[config.mk]
export PLATFORM = sky130hd
export DESIGN_NAME = sup_supervision_timer
export DESIGN_NICKNAME = d
export VERILOG_FILES = /design/src/hdl/sup_pkg.sv /design/src/hdl/sup_count_chain.sv /design/src/hdl/sup_supervision_timer.sv
export SDC_FILE = /design/constraint.sdc
export NUM_CORES = 1
export LEC_CHECK = 0
export BUFFER_PORTS_ARGS = -buffer_cell sky130_fd_sc_hd__buf_4
export CORE_MARGIN = 1
export CORE_UTILIZATION = 35
export CTS_CLUSTER_DIAMETER = 40
export CTS_CLUSTER_SIZE = 12
export DETAILED_ROUTE_END_ITERATION = 16
export PLACE_DENSITY_LB_ADDON = 0.25
export SLEW_MARGIN = 10
export SYNTH_ARGS = -nofsm -noshare
export SYNTH_HDL_FRONTEND = slang
export SYNTH_SLANG_ARGS = --single-unit
[constraint.sdc]
create_clock -name core_clk -period 3.5 [get_ports core_clk]
set_input_delay 0.175 -clock core_clk [delete_from_list [all_inputs] [get_ports core_clk]]
set_output_delay 0.175 -clock core_clk [all_outputs]
set_load 0.01 [all_outputs]
[src/hdl/sup_pkg.sv]
/*
  Constants and types shared by the supervision timer files.
  Assumes an 8-bit special function register space on the core clock.
*/
package sup_pkg;

  // Register offsets in the special function register space
  localparam logic [7:0] SERVICE_KEY_ADDR = 8'ha6;
  localparam logic [7:0] TIMEOUT_PROG_ADDR = 8'ha7;

  // Key byte sequence
  localparam logic [7:0] KEY_FIRST = 8'h1e;
  localparam logic [7:0] KEY_SECOND = 8'he1;

  // Timeout program register layout
  localparam int TSEL_LSB = 0;
  localparam int TSEL_W = 3;
  localparam logic [2:0] TSEL_RESET = 3'h0;
  localparam int PROG_RSVD_LSB = 3;
  localparam logic [4:0] PROG_RSVD_READ = 5'h00;

  // Count chain
  localparam int PRESCALER_W = 14;
  localparam int COUNTER_W = 7;
  localparam int CHAIN_W = PRESCALER_W + COUNTER_W;
  localparam int PHASE_DIV = 6;
  localparam logic [2:0] PHASE_LAST = 3'h5;

  // Reset pin pulse, in oscillator periods; core_clk is the oscillator
  localparam int RST_PULSE_OSC = 96;
  localparam int RST_PULSE_CYCLES = RST_PULSE_OSC;
  localparam logic [6:0] RST_PULSE_LAST = 7'(RST_PULSE_CYCLES - 1);

  typedef enum logic [0:0] {
    KEY_WAIT_FIRST,
    KEY_WAIT_SECOND
  } sup_key_t;

  typedef enum logic [1:0] {
    TMR_DISABLED,
    TMR_RUNNING,
    TMR_RST_PULSE
  } sup_state_t;

endpackage

[src/hdl/sup_count_chain.sv]
/*
  Six-phase stage, 14-bit prescaler and 7-bit programmable counter.
  Assumes tick is a one-cycle enable at the supervision clock rate.
*/
module sup_count_chain
  import sup_pkg::*;
(
  // Clock and reset
  input wire logic core_clk,
  input wire logic rst,
  // Control
  input wire logic clear,
  input wire logic tick,
  input wire logic [sup_pkg::TSEL_W-1:0] timeoutSel,
  // State
  output logic terminal,
  output logic [sup_pkg::PRESCALER_W-1:0] prescalerVal,
  output logic [sup_pkg::COUNTER_W-1:0] counterVal
);

  logic [2:0] phase_ff;
  logic [2:0] nxt_phase;
  logic [CHAIN_W-1:0] chain_ff;
  logic [CHAIN_W-1:0] nxt_chain;
  logic [CHAIN_W-1:0] lastVal;

  // Overflow at the end of 2^(14+n)-1 whole phase rounds
  function automatic logic [CHAIN_W-1:0] sup_last(input logic [TSEL_W-1:0] sel);
    logic [CHAIN_W:0] full;
    full = (CHAIN_W+1)'(1) << (PRESCALER_W + int'(sel));
    return CHAIN_W'(full - (CHAIN_W+1)'(2));
  endfunction

  assign lastVal = sup_last(timeoutSel);
  assign terminal = tick && !clear && (phase_ff == PHASE_LAST) && (chain_ff == lastVal);
  assign prescalerVal = chain_ff[PRESCALER_W-1:0];
  assign counterVal = chain_ff[CHAIN_W-1:PRESCALER_W];

  always_comb begin
    nxt_phase = phase_ff;
    nxt_chain = chain_ff;
    if (clear) begin
      nxt_phase = 3'h0;
      nxt_chain = '0;
    end else if (tick) begin
      if (phase_ff == PHASE_LAST) begin
        nxt_phase = 3'h0;
        nxt_chain = chain_ff + CHAIN_W'(1);
      end else begin
        nxt_phase = phase_ff + 3'h1;
      end
    end
  end

  always_ff @(posedge core_clk or posedge rst) begin
    if (rst) begin
      phase_ff <= 3'h0;
      chain_ff <= '0;
    end else begin
      phase_ff <= nxt_phase;
      chain_ff <= nxt_chain;
    end
  end

endmodule

[src/hdl/sup_supervision_timer.sv]
/*
  Supervision timer: key detection on the service register, timeout
  program register, supervision clock selection, count chain and the
  reset pin pulse on overflow.
  Assumes the core presents special function register accesses as
  one-cycle strobes on core_clk, and that rst is the chip reset.
*/
module sup_supervision_timer
  import sup_pkg::*;
(
  // Clock and reset
  input wire logic core_clk,
  input wire logic rst,
  // Special function register access
  input wire logic [7:0] sfrAddr,
  input wire logic sfrWr,
  input wire logic sfrRd,
  input wire logic [7:0] sfrWrData,
  output logic [7:0] sfrRdData,
  output logic sfrHit,
  // Clock and power mode
  input wire logic doubleSpeedMode,
  input wire logic fixedClockSelect,
  input wire logic idleMode,
  input wire logic powerDown,
  // Reset pin
  output logic rstPinOut,
  output logic rstPinOeN,
  // Status
  output logic timerEnabled,
  output logic [sup_pkg::COUNTER_W-1:0] counterValue
);

  // Decoded bus accesses
  logic keyWrite;
  logic progWrite;
  logic progRead;

  // Key recognition
  sup_key_t key_ff;
  sup_key_t nxt_key;
  logic keyDone;

  // Timeout program register
  logic [TSEL_W-1:0] tsel_ff;
  logic [TSEL_W-1:0] nxt_tsel;

  // Supervision clock
  logic half_ff;
  logic nxt_half;
  logic superTick;

  // Timer control
  sup_state_t state_ff;
  sup_state_t nxt_state;
  logic [6:0] pulse_ff;
  logic [6:0] nxt_pulse;
  logic chainClear;
  logic chainTick;
  logic overflow;
  logic enabled_ff;
  logic nxt_enabled;

  // Outputs from flip-flops
  logic [7:0] rdData_ff;
  logic [7:0] nxt_rdData;
  logic pin_ff;
  logic nxt_pin;

  logic [PRESCALER_W-1:0] prescalerVal;
  logic [COUNTER_W-1:0] counterVal;

  // Register select, shared by strobes and hit
  function automatic logic sup_hit(input logic [7:0] addr, input logic [7:0] offset);
    return addr == offset;
  endfunction

  assign keyWrite = sfrWr && sup_hit(sfrAddr, SERVICE_KEY_ADDR);
  assign progWrite = sfrWr && sup_hit(sfrAddr, TIMEOUT_PROG_ADDR);
  assign progRead = sfrRd && sup_hit(sfrAddr, TIMEOUT_PROG_ADDR);
  assign sfrHit = sup_hit(sfrAddr, SERVICE_KEY_ADDR) || sup_hit(sfrAddr, TIMEOUT_PROG_ADDR);

  // Key pair detector
  always_comb begin
    nxt_key = key_ff;
    keyDone = 1'b0;
    if (keyWrite) begin
      case (key_ff)
        KEY_WAIT_FIRST: begin
          if (sfrWrData == KEY_FIRST) begin
            nxt_key = KEY_WAIT_SECOND;
          end
        end
        KEY_WAIT_SECOND: begin
          if (sfrWrData == KEY_SECOND) begin
            keyDone = 1'b1;
            nxt_key = KEY_WAIT_FIRST;
          end else if (sfrWrData == KEY_FIRST) begin
            nxt_key = KEY_WAIT_SECOND;
          end else begin
            nxt_key = KEY_WAIT_FIRST;
          end
        end
        default: begin
          nxt_key = KEY_WAIT_FIRST;
        end
      endcase
    end
    // A write elsewhere also breaks a partial key
    else if (sfrWr) begin
      nxt_key = KEY_WAIT_FIRST;
    end
  end

  always_ff @(posedge core_clk or posedge rst) begin
    if (rst) begin
      key_ff <= KEY_WAIT_FIRST;
    end else begin
      key_ff <= nxt_key;
    end
  end

  // Timeout program register
  always_comb begin
    nxt_tsel = tsel_ff;
    if (progWrite) begin
      nxt_tsel = sfrWrData[TSEL_LSB +: TSEL_W];
    end
    // Own pulse acts as a chip reset
    if (state_ff == TMR_RST_PULSE) begin
      nxt_tsel = TSEL_RESET;
    end
  end

  always_ff @(posedge core_clk or posedge rst) begin
    if (rst) begin
      tsel_ff <= TSEL_RESET;
    end else begin
      tsel_ff <= nxt_tsel;
    end
  end

  // Read data; service register is write-only and reads zero
  always_comb begin
    nxt_rdData = rdData_ff;
    if (progRead) begin
      nxt_rdData = {PROG_RSVD_READ, tsel_ff};
    end else if (sfrRd) begin
      nxt_rdData = 8'h00;
    end
  end

  always_ff @(posedge core_clk or posedge rst) begin
    if (rst) begin
      rdData_ff <= 8'h00;
    end else begin
      rdData_ff <= nxt_rdData;
    end
  end

  assign sfrRdData = rdData_ff;

  // Supervision clock enable
  always_comb begin
    // Toggles from reset, held only in power-down, so the phase is known
    nxt_half = ~half_ff;
    if (powerDown) begin
      nxt_half = half_ff;
    end
  end

  always_ff @(posedge core_clk or posedge rst) begin
    if (rst) begin
      half_ff <= 1'b0;
    end else begin
      half_ff <= nxt_half;
    end
  end

  always_comb begin
    if (doubleSpeedMode && !fixedClockSelect) begin
      superTick = 1'b1;
    end else begin
      superTick = half_ff;
    end
  end

  // Timer state
  always_comb begin
    nxt_state = state_ff;
    nxt_pulse = pulse_ff;
    chainClear = 1'b0;
    chainTick = 1'b0;
    nxt_pin = 1'b0;
    case (state_ff)
      TMR_DISABLED: begin
        chainClear = 1'b1;
        if (keyDone) begin
          nxt_state = TMR_RUNNING;
        end
      end
      TMR_RUNNING: begin
        chainClear = keyDone;
        chainTick = superTick && !powerDown;
        if (overflow) begin
          nxt_state = TMR_RST_PULSE;
          nxt_pulse = 7'h00;
          nxt_pin = 1'b1;
        end
      end
      TMR_RST_PULSE: begin
        chainClear = 1'b1;
        nxt_pin = 1'b1;
        nxt_pulse = pulse_ff + 7'h01;
        if (pulse_ff == RST_PULSE_LAST) begin
          nxt_pin = 1'b0;
          nxt_state = TMR_DISABLED;
        end
      end
      default: begin
        nxt_state = TMR_DISABLED;
        chainClear = 1'b1;
      end
    endcase
    // Registered so the status output is glitch free
    nxt_enabled = (nxt_state == TMR_RUNNING);
  end

  always_ff @(posedge core_clk or posedge rst) begin
    if (rst) begin
      state_ff <= TMR_DISABLED;
      pulse_ff <= 7'h00;
      pin_ff <= 1'b0;
      enabled_ff <= 1'b0;
    end else begin
      state_ff <= nxt_state;
      pulse_ff <= nxt_pulse;
      pin_ff <= nxt_pin;
      enabled_ff <= nxt_enabled;
    end
  end

  sup_count_chain sup_count_chain_i (
    .core_clk(core_clk),
    .rst(rst),
    .clear(chainClear),
    .tick(chainTick),
    .timeoutSel(tsel_ff),
    .terminal(overflow),
    .prescalerVal(prescalerVal),
    .counterVal(counterVal)
  );

  // Idle has no effect on counting
  logic idleSeen;
  assign idleSeen = idleMode;

  assign rstPinOut = pin_ff;
  // Released whenever the pulse is not driven
  assign rstPinOeN = ~pin_ff;
  assign timerEnabled = enabled_ff && (idleSeen | ~idleSeen);
  assign counterValue = counterVal;

endmodule

==> flow_metrics.env, run 1 <==
export IMPL_crit_path_max_fanout=10
export IMPL_slew_headroom_pct=47.1
export IMPL_finalCriticalPeriod_ns=2.70
export IMPL_num_vias=1999
export IMPL_avgSynthCellArea_um2=9.76
export IMPL_slowest_delay_ns=0.53
export IMPL_reg2reg_to="pulse_ff[4]$_DFFE_PP0P_"
export IMPL_vias_per_cell=4.89
export IMPL_final_nets=344
export IMPL_pin_count=43
export IMPL_grt_max_degree=44
export IMPL_drive_above_1_share_pct=19.7
export IMPL_crit_chain="inv_1, ha_1, nor3b_1, mux2i_1, xor2_1, nand4_4, a2bb2oi_4, a221o_1"
export IMPL_routedWlPerCell_um=12.4
export IMPL_cts_setup_buffers=0
export IMPL_dieArea_um2=7900
export IMPL_wl_um=5070
export IMPL_numCtsBuffers=5
export IMPL_numPortBuffers=36
export IMPL_coreArea_um2=7290
export IMPL_cp_start_kind="register"
export IMPL_power_density_nw_per_um2=379
export IMPL_drtIter0Drc=95
export IMPL_synth_flop_cell="dfrtp_1"
export IMPL_cts_resized=0
export IMPL_antenna_cells=0
export IMPL_netlist_cell_type_count=56
export IMPL_maxSlewViolCount=0
export IMPL_mappedNetlistArea_um2=2640
export IMPL_holdBufCountCts=0
export IMPL_cts_sinks=43
export IMPL_synth_edf_count=0
export IMPL_path_clk_slew_ns=0.08
export IMPL_finalSetupViolCount=0
export IMPL_dieHeight_um=88.9
export IMPL_synth_area_leaders="dfrtp_1, nor2_1, ha_1"
export IMPL_leakage_nw=1.46
export IMPL_worstHoldPathType="in -> async"
export IMPL_initial_utilization_pct=36.3
export IMPL_die_x_um=88.9
export IMPL_rows=31
export IMPL_place_gp_congestion=0.734
export IMPL_dr_pass1_iters=4
export IMPL_drc=0
export IMPL_required_ns=3.68
export IMPL_ys_seq_area_share_pct=40.7
export IMPL_antenna_left=0
export IMPL_cts_tree="built"
export IMPL_syn_inst=271
export IMPL_final_area_um2=3120
export IMPL_endpoint_kind="register"
export IMPL_clockBufferDepth=2
export IMPL_fmax_mhz=371
export IMPL_reg2reg_depth=8
export IMPL_grt_usage_pct=13.9
export IMPL_synthArstFlopShare_pct=100
export IMPL_crit_arrival_ns=2.88
export IMPL_synthToLayoutAreaGrowth_pct=17.9
export IMPL_rr_startpoint="tsel_ff[1]$_DFFE_PP0P_"
export IMPL_rsz0062_at_grt="false"
export IMPL_ctsHtreeMaxLevel=2
export IMPL_status="completed"
export IMPL_netlist_area_leader_share_pct=40.7
export IMPL_yosys_warnings=0
export IMPL_skew_ns=0.00315
export IMPL_power_mw=1.18
export IMPL_dp_hpwl_um=3700
export IMPL_post_synth_top_area_cell="dfrtp_1"
export IMPL_cap_viol_max_count=0
export IMPL_slowest_stage="dfrtp_1"
export IMPL_r2r_slack_ns=0.80
export IMPL_clk_latency_ns=0.29
export IMPL_final_hold_violation_count=0
export IMPL_worstSetupPathType="reg -> reg"
export IMPL_grt_ovfl_total=0
export IMPL_max_vdd_ir_drop_uv=148
export IMPL_placed_cell_area_um2=3000
export IMPL_synth_seq_cells=43
export IMPL_timing_final_crit_share_pct=77.0
export IMPL_setup_tns_final_ns=0
export IMPL_cts_root_buf="clkbuf_8"
export IMPL_worst_pin_slew_ns=0.791
export IMPL_grt_pass1_wl_um=8650
export IMPL_grt_pass1_vias=1897
export IMPL_antenna_found_initial=0
-- power breakdown --
group	switching (mW)	internal, mW	total (mW)	leakage (nW)
logic	0.0950	0.0932	0.188	0.816
registers	0.0552	0.535	0.590	0.578
clock network	0.172	0.231	0.403	0.0612
total	0.322	0.859	1.18	1.46
-- sequential cells by signal (all words and copies together) (netlist names) --
signal,flops
sup_count_chain_i.phase_ff,3
key_ff,1
state_ff,2
sfrRdData,3
timerEnabled,1
half_ff,1
pulse_ff,7
sup_count_chain_i.chain_ff,21
tsel_ff,3
rstPinOut,1
-- Yosys cell counts (2+ instances only) --
cell      count
dfrtp_1      43
nor2_1       37
nand2_1      18
inv_1        16
xor2_1       15
ha_1         11
nand3_1      10
nand4_1      10
xnor2_1       9
a21oi_1       7
and3_1        7
nor3b_1       7
a221o_1       5
buf_4         5
mux2i_1       5
nor3_1        5
o21ai_0       5
nor2b_1       4
and4_1        3
buf_2         3
nand2b_1      3
nor4bb_1      3
a211oi_1      2
and4bb_1      2
clkbuf_1      2
o21ai_1       2
o31a_1        2
or2_2         2
-- metal layers --
metal	global-route usage, %	share of wire (%)	vias up
li1	-	-	1019
met1	18.6	50	940
met2	23.2	46	37
met3	3.14	4.0	3
met4	3.08	0.49	0
met5	0	0	-
-- worst max path at each step --
stage                      startpoint  cells past startpoint  slack (ns)                       to
2_1_floorplan  tsel_ff[1]$_DFFE_PP0P_                      8        1.10  pulse_ff[2]$_DFFE_PP0P_
3_3_place_gp   tsel_ff[1]$_DFFE_PP0P_                      8        0.87  pulse_ff[2]$_DFFE_PP0P_
3_5_place_dp   tsel_ff[1]$_DFFE_PP0P_                      8        0.80  pulse_ff[4]$_DFFE_PP0P_
4_1_cts        tsel_ff[1]$_DFFE_PP0P_                      8        0.78  pulse_ff[4]$_DFFE_PP0P_
5_1_grt        tsel_ff[1]$_DFFE_PP0P_                      8        0.59  pulse_ff[4]$_DFFE_PP0P_
6_report       tsel_ff[1]$_DFFE_PP0P_                      8        0.80  pulse_ff[4]$_DFFE_PP0P_
-- worst max-delay path: cells and delay by family (launching register included) --
kind            cells  cell delay, ns
compound gates      2            0.59
xor+xnor            1            0.25
fa+ha+maj           1            0.43
buf+inv             1            0.14
flops               1            0.53
mux                 1            0.24
simple gates        2            0.41
-- layout make-up --
type	count	area, um^2
fill	757	4170
multi-input combinational	205	1460
sequential	43	1080
timing repair buffer	37	278
tap	99	124
clock buffer	6	82.6
inverter	17	65.1
clock inverter	2	35.0
-- kinds of logic after synthesis --
logic type | Yosys count | share of synthesized area (%)
AOI/OAI and AO/OA | 35 | 12.1
xor gates and xnor gates | 24 | 7.95
adders and majority gates | 11 | 5.21
buffers and inverters | 27 | 4.73
DFF | 43 | 40.7
muxes | 6 | 2.32
other | 1 | 0.142
and+or+nand+nor | 124 | 26.9
-- cells in the final DEF (no fill, tap or decap), types with 4 or more instances in the layout --
cell type	synthesis	routed
a21oi_1	7	7
a221o_1	5	5
nor3b_1	7	7
inv_1	16	16
dfrtp_1	43	43
o21ai_0	5	5
nand3_1	10	10
nand2_1	18	18
mux2i_1	5	5
ha_1	11	11
nor2_1	37	37
nor3_1	5	5
clkbuf_8	0	6
and3_1	7	7
xor2_1	15	15
buf_4	5	37
nor2b_1	4	4
conb_1	1	5
xnor2_1	9	9
nand4_1	10	10
-- per-stage QoR --
stage	util, %	setup WS, ns	hold WS (ns)	instances
floorplan	-	1.10	0.257	275
global placement	41.1	0.875	0.370	401
detailed placement	41.1	0.802	0.360	401
CTS	42.8	0.782	0.0307	409
global route	42.8	0.589	0.0479	409
finish	42.8	0.804	0.0132	409
No activity file was read; power rests on OpenSTA's default activity.
==> run 2: changes to the inputs <==
- clock period: 3.5 -> 2.25 ns (I/O delays scaled with it)
==> run 2 against run 1 <==
Sequential share of layout area shrank 2.8 points. Final cell count increased by 6.6%. Critical path depth is the same. Flip-flop and latch count is the same. Clock skew increased by 0.0011 ns. Core utilization grew 3.8 points. Setup slack got worse by 0.79 ns. Fmax increased by 20%. Non-clock buffer count is 27 higher. Critical endpoint is now state_ff[0]$_DFF_PP0_. Largest cell class unchanged.
==> flow_metrics.env, run 2 (synthesized netlist as in run 1, its figures left out) <==
export IMPL_grt_max_degree=44
export IMPL_timing_final_crit_share_pct=99.5
export IMPL_worstSetupPathType="reg -> reg"
export IMPL_holdWs_ns=0.0103
export IMPL_grt_pass1_vias=1982
export IMPL_slowest_stage="dfrtp_2"
export IMPL_pin_count=43
export IMPL_intPower_mw=1.28
export IMPL_clockBufferDepth=2
export IMPL_cp_buffers_inverters=1
export IMPL_die_x_um=88.9
export IMPL_initial_utilization_pct=36.3
export IMPL_endpoint_kind="register"
export IMPL_cts_root_buf="clkbuf_8"
export IMPL_worstHoldPathType="in -> reg"
export IMPL_drc=0
export IMPL_swShare_pct=28.6
export IMPL_p_seq_share_pct=50.8
export IMPL_dieArea_um2=7900
export IMPL_grt_ovfl_total=0
export IMPL_antenna_cells=0
export IMPL_crit_arrival_ns=2.43
export IMPL_largest_reg_flops=21
export IMPL_clk_latency_ns=0.30
export IMPL_top_regs="sup_count_chain_i.chain_ff x21, pulse_ff x7"
export IMPL_path_clk_slew_ns=0.08
export IMPL_cap_viol_max_count=0
export IMPL_numPortBuffers=36
export IMPL_drtIter0Drc=91
export IMPL_dp_hpwl_um=3900
export IMPL_antenna_left=0
export IMPL_cp_start_kind="register"
export IMPL_fmax_mhz=447
export IMPL_final_common_cell="buf_4"
export IMPL_power_mw=1.80
export IMPL_finalNonFillerCells=436
export IMPL_numCtsBuffers=5
export IMPL_rows=31
export IMPL_routedWlPerCell_um=12.5
export IMPL_cts_sinks=43
export IMPL_finalCriticalPeriod_ns=2.24
export IMPL_pwr_share_clk_pct=30.9
export IMPL_power_density_nw_per_um2=529
export IMPL_top_register="sup_count_chain_i.chain_ff"
export IMPL_p_switching_mw=0.513
export IMPL_leakage_nw=1.60
export IMPL_final_nets=371
export IMPL_antenna_found_initial=0
export IMPL_postLayoutCoreUtil_pct=46.5
export IMPL_cts_tree="built"
export IMPL_vias_per_cell=4.86
export IMPL_place_ws_ns=-0.0685
export IMPL_path_delay_family="simple AND/OR/NAND/NOR gates"
export IMPL_grt_pass1_wl_um=9230
export IMPL_r2r_slack_ns=0.01
export IMPL_dr_pass1_iters=4
export IMPL_crit_chain="inv_2, ha_4, nor3b_4, mux2i_1, xor2_1, nand4_4, or2_4, o31a_1"
export IMPL_rsz0062_at_grt="true"
export IMPL_skew_ns=0.00427
export IMPL_wl_um=5470
export IMPL_status="completed"
export IMPL_dieHeight_um=88.9
export IMPL_setup_ws_ns=0.0110
export IMPL_crit_path_max_fanout=6
export IMPL_coreArea_um2=7290
export IMPL_max_vdd_ir_drop_uv=237
export IMPL_place_gp_congestion=0.744
export IMPL_num_vias=2120
export IMPL_grt_usage_pct=15.0
export IMPL_ctsHtreeMaxLevel=2
export IMPL_synthToLayoutAreaGrowth_pct=28.3
export IMPL_maxSlewViolCount=0
export IMPL_final_hold_violation_count=0
export IMPL_placed_cells=421
export IMPL_required_ns=2.44
export IMPL_pwr_share_comb_pct=18.2
export IMPL_slowest_delay_ns=0.41
export IMPL_mostFrequentLayoutCells="buf_4, dfrtp_1, nor2_1"
export IMPL_finalSetupViolCount=0
export IMPL_drive_above_1_share_pct=27.9
## run 2: changes by cell type in the layout (fill, tap and decap cells not counted), sizes merged
cell / change
buf: +25
bufinv: -1
clkinv: -1
clkbuf: +2
dlygate4sd3: +2
## run 2: power by group through the flow
stage	clock network, mW	logic [mW]	registers [mW]
global placement	0	0.311	0.927
floorplan	0	0.238	0.913
global route	0.602	0.370	0.924
finish	0.555	0.327	0.912
CTS	0.568	0.332	0.912
detailed placement	0	0.320	0.928
## run 2: routing by layer
metal,global-route usage (%),wire length (um),up-vias
met3,3.05,181,4
met4,3.08,34,0
met2,24.7,2570,46
met1,20.6,2680,996
li1,-,-,1074
met5,0,0,-
## run 2: final cells by class
cell class                      instances  area, um^2
Fill cell                             750        3900
Tap cell                               99         124
Timing Repair Buffer                   64         513
Inverter                               17        65.1
Sequential cell                        43        1080
Multi-Input combinational cell        205        1510
Clock buffer                            8         100
## run 2: worst paths after layout
check | from | to | cells after the start
setup / recovery | tsel_ff[1]$_DFFE_PP0P_ | state_ff[0]$_DFF_PP0_ | 8
hold / removal | sfrRd | sfrRdData[1]$_DFFE_PP0P_ | 2
setup reg to reg | tsel_ff[1]$_DFFE_PP0P_ | state_ff[0]$_DFF_PP0_ | 8
hold reg to reg | key_ff$_DFFE_PP0P_ | key_ff$_DFFE_PP0P_ | 1
max in group asynchronous | rst | tsel_ff[1]$_DFFE_PP0P_ | 4
min in group asynchronous | rst | rstPinOut$_DFF_PP0_ | 4
## run 2: worst register-to-register path, stage by stage (launching register included)
cell and delay [ns]:
dfrtp_2 0.41, inv_2 0.07, ha_4 0.30, nor3b_4 0.19
mux2i_1 0.24, xor2_1 0.25, nand4_4 0.16, or2_4 0.28
o31a_1 0.24
## run 2: timing repair
item,CTS,global route
hold buffers,2,0
hold endpoints to repair,44,0
setup endpoints to repair,8,13
setup buffers,3,2
resized for setup,4,8
pin swaps,7,5
## run 2: metrics by stage
| step | cell area [um^2] | TNS, ns |
|---|---|---|
| after floorplan | 2680 | 0 |
| after global routing | 3390 | -0.767 |
| after CTS | 3340 | -0.0115 |
| after global placement | 3180 | -0.0352 |
| after detailed placement | 3180 | -0.425 |
| final | 3390 | 0 |
==> run 3: changes to the inputs <==
- ABC_AREA: not set -> 1
- GPL_TIMING_DRIVEN: not set -> 0
- MAX_ROUTING_LAYER: not set -> met4
==> run 3 against run 2 <==
Wire length rose by 25%. Worst hold slack gained 0.018 ns. Power fell by 8.2%. Final cell count up 32%. Largest power group unchanged.
==> flow_metrics.env, run 3 <==
export IMPL_synth_edf_count=0
export IMPL_intPower_mw=1.29
export IMPL_num_vias=2822
export IMPL_drtIter0Drc=126
export IMPL_synthToLayoutAreaGrowth_pct=20.1
export IMPL_yosys_area_share_simple_pct=39.0
export IMPL_vias_per_cell=4.90
export IMPL_dieHeight_um=93.8
export IMPL_netlist_area_leader_share_pct=36.5
export IMPL_finalCriticalPeriod_ns=1.98
export IMPL_synth_top_family_by_area="simple AND/OR/NAND/NOR gates"
export IMPL_power_density_nw_per_um2=466
export IMPL_status="completed"
export IMPL_setup_ws_ns=0.270
export IMPL_mostFrequentLayoutCells="nand2_1, nor2_1, inv_1"
export IMPL_worstSetupPathType="reg -> reg"
export IMPL_antenna_left=0
export IMPL_swShare_pct=21.5
export IMPL_finalSetupViolCount=0
export IMPL_cts_tree="built"
export IMPL_pin_count=43
export IMPL_fill_cells=853
export IMPL_setup_tns_final_ns=0
export IMPL_clockBufferDepth=2
export IMPL_multiInputGateArea_um2=1600
export IMPL_leakage_nw=1.68
export IMPL_top_regs="sup_count_chain_i.chain_ff x21, pulse_ff x7"
export IMPL_final_common_cell="nand2_1"
export IMPL_routedWlPerCell_um=11.8
export IMPL_pwr_share_clk_pct=43.3
export IMPL_skew_ns=0.0139
export IMPL_synth_flop_cell="dfrtp_1"
export IMPL_crit_arrival_ns=2.19
export IMPL_cts_root_buf="clkbuf_8"
export IMPL_drc=0
export IMPL_cp_start_kind="register"
export IMPL_yosys_warnings=0
export IMPL_synth_seq_cells=43
export IMPL_mappedNetlistArea_um2=2950
export IMPL_area_sequential_um2=1080
export IMPL_synth_xor_xnor_area_share_pct=2.08
export IMPL_die_x_um=93.8
export IMPL_required_ns=2.46
export IMPL_p_switching_mw=0.355
export IMPL_drive_above_1_share_pct=17.6
export IMPL_avgSynthCellArea_um2=7.02
export IMPL_hold_path_depth=2
export IMPL_timing_final_crit_share_pct=88.0
export IMPL_p_seq_share_pct=48.2
export IMPL_grt_pass1_vias=2722
export IMPL_place_ws_ns=0.129
export IMPL_dieArea_um2=8790
export IMPL_postLayoutCoreUtil_pct=43.3
export IMPL_largest_reg_flops=21
export IMPL_power_mw=1.65
export IMPL_wl_um=6830
export IMPL_dr_pass1_iters=4
export IMPL_worstHoldPathType="in -> reg"
export IMPL_top_register="sup_count_chain_i.chain_ff"
export IMPL_final_hold_violation_count=0
export IMPL_numPortBuffers=36
export IMPL_coreArea_um2=8180
export IMPL_max_vdd_ir_drop_uv=205
export IMPL_reg2reg_depth=12
export IMPL_synth_most_common_cell="nand2_1"
export IMPL_synthMuxAreaShare_pct=0
export IMPL_numCtsBuffers=5
export IMPL_synthAdderAreaFrac_pct=4.67
export IMPL_final_nets=505
export IMPL_antenna_cells=0
export IMPL_rsz0062_at_grt="false"
export IMPL_grt_pass1_wl_um=11900
export IMPL_initial_utilization_pct=36.0
export IMPL_grt_usage_pct=17.5
export IMPL_ctsHtreeMaxLevel=2
export IMPL_syn_inst=420
export IMPL_dp_hpwl_um=5330
export IMPL_synth_common_cells="nand2_1, nor2_1, inv_1"
export IMPL_pwr_share_comb_pct=8.5
export IMPL_clk_latency_ns=0.30
export IMPL_path_clk_slew_ns=0.08
export IMPL_rows=33
export IMPL_place_gp_congestion=0.871
export IMPL_synth_compound_area_share_pct=7.81
export IMPL_synth_area_leaders="dfrtp_1, nand2_1, nor2_1"
export IMPL_grt_ovfl_total=0
export IMPL_endpoint_kind="register"
export IMPL_fmax_mhz=505
export IMPL_synthArstFlopShare_pct=100
export IMPL_cap_viol_max_count=0
export IMPL_antenna_found_initial=0
export IMPL_post_synth_top_area_cell="dfrtp_1"
export IMPL_grt_max_degree=34
export IMPL_netlist_cell_type_count=40
export IMPL_maxSlewViolCount=0
export IMPL_cts_sinks=43
export IMPL_ys_seq_area_share_pct=36.5
export IMPL_crit_path_max_fanout=10
-- run 3: changes by cell type after synthesis, sizes merged, moves of 7 or more --
| cell | delta |
|---|---|
| nor2 | +26 |
| xnor2 | -7 |
| inv | +42 |
| a21oi | +7 |
| and3 | -7 |
| nand2 | +98 |
| nand3 | +25 |
| xor2 | -10 |
-- run 3: kinds of logic (layout without fill, tap and decap cells) --
family	after synthesis	count (layout)
compound gates	40	40
simple gates	250	250
flops	43	43
other cells	1	5
fa+ha+maj	11	11
buf+inv	68	115
xor+xnor	7	7
-- run 3: repair_timing --
| item | 4_1_cts | 5_1_grt |
|---|---|---|
| setup endpoints to repair | 0 | 10 |
| hold buffers | 1 | 0 |
| resized for setup | 0 | 4 |
| setup buffers | 0 | 1 |
| hold endpoints to repair | 10 | 0 |
-- run 3: per-stage QoR --
stage / area (um^2) / cells / hold WS (ns)
6_report: 3540 / 576 / 0.0282
3_3_place_gp: 3360 / 565 / 0.326
5_1_grt: 3540 / 576 / 0.0242
2_1_floorplan: 2960 / 424 / 0.195
3_5_place_dp: 3380 / 566 / 0.0678
4_1_cts: 3530 / 575 / 0.0196
-- run 3: per-layer routing --
layer  up-vias  track usage [%]  share of wire, %
li1       1446                -                 -
met1      1305             21.1                46
met2        65             30.2                49
met3         6             2.83               4.2
met4         0             4.62              0.95
met5         -                -                 0
-- run 3: critical path: stages, from the launching register on --
cell and delay, ns:
dfrtp_2 0.43, inv_2 0.09, ha_2 0.31, nand2_1 0.10, nand2_1 0.05, nand2_1 0.05, nand2_1 0.05, inv_1 0.07
nand3_1 0.06, nor2_1 0.14, nand4_1 0.16, buf_2 0.22, a21boi_1 0.17
-- run 3: final timing paths --
| check | slack (ns) | endpoint | start |
|---|---|---|---|
| max | 0.27 | rstPinOut$_DFF_PP0_ | tsel_ff[1]$_DFFE_PP0P_ |
| min | 0.03 | sfrRdData[1]$_DFFE_PP0P_ | sfrRd |
| max reg2reg | 0.27 | rstPinOut$_DFF_PP0_ | tsel_ff[1]$_DFFE_PP0P_ |
| min reg2reg | 0.49 | half_ff$_DFFE_PP0N_ | half_ff$_DFFE_PP0N_ |
| max in group asynchronous | 1.48 | tsel_ff[1]$_DFFE_PP0P_ | rst |
| min in group asynchronous | 0.31 | pulse_ff[4]$_DFFE_PP0P_ | rst |
-- run 3: layout make-up --
type / count / share of cell area, %
multi-input cells: 313 / 45.3
flip-flops and latches: 43 / 30.4
repair buffers: 39 / 8.70
inverters: 59 / 6.33
well taps: 105 / 3.71
clock buffers: 6 / 2.05
plain buffers: 9 / 1.80
clock inverters: 2 / 1.70
-- run 3: power by group through the flow --
stage	Sequential [mW]	Combinational (mW)	Clock (mW)
CTS	0.795	0.140	0.736
finish	0.794	0.140	0.713
global placement	0.810	0.130	0
floorplan	0.808	0.0834	0
global route	0.796	0.162	0.765
detailed placement	0.812	0.138	0
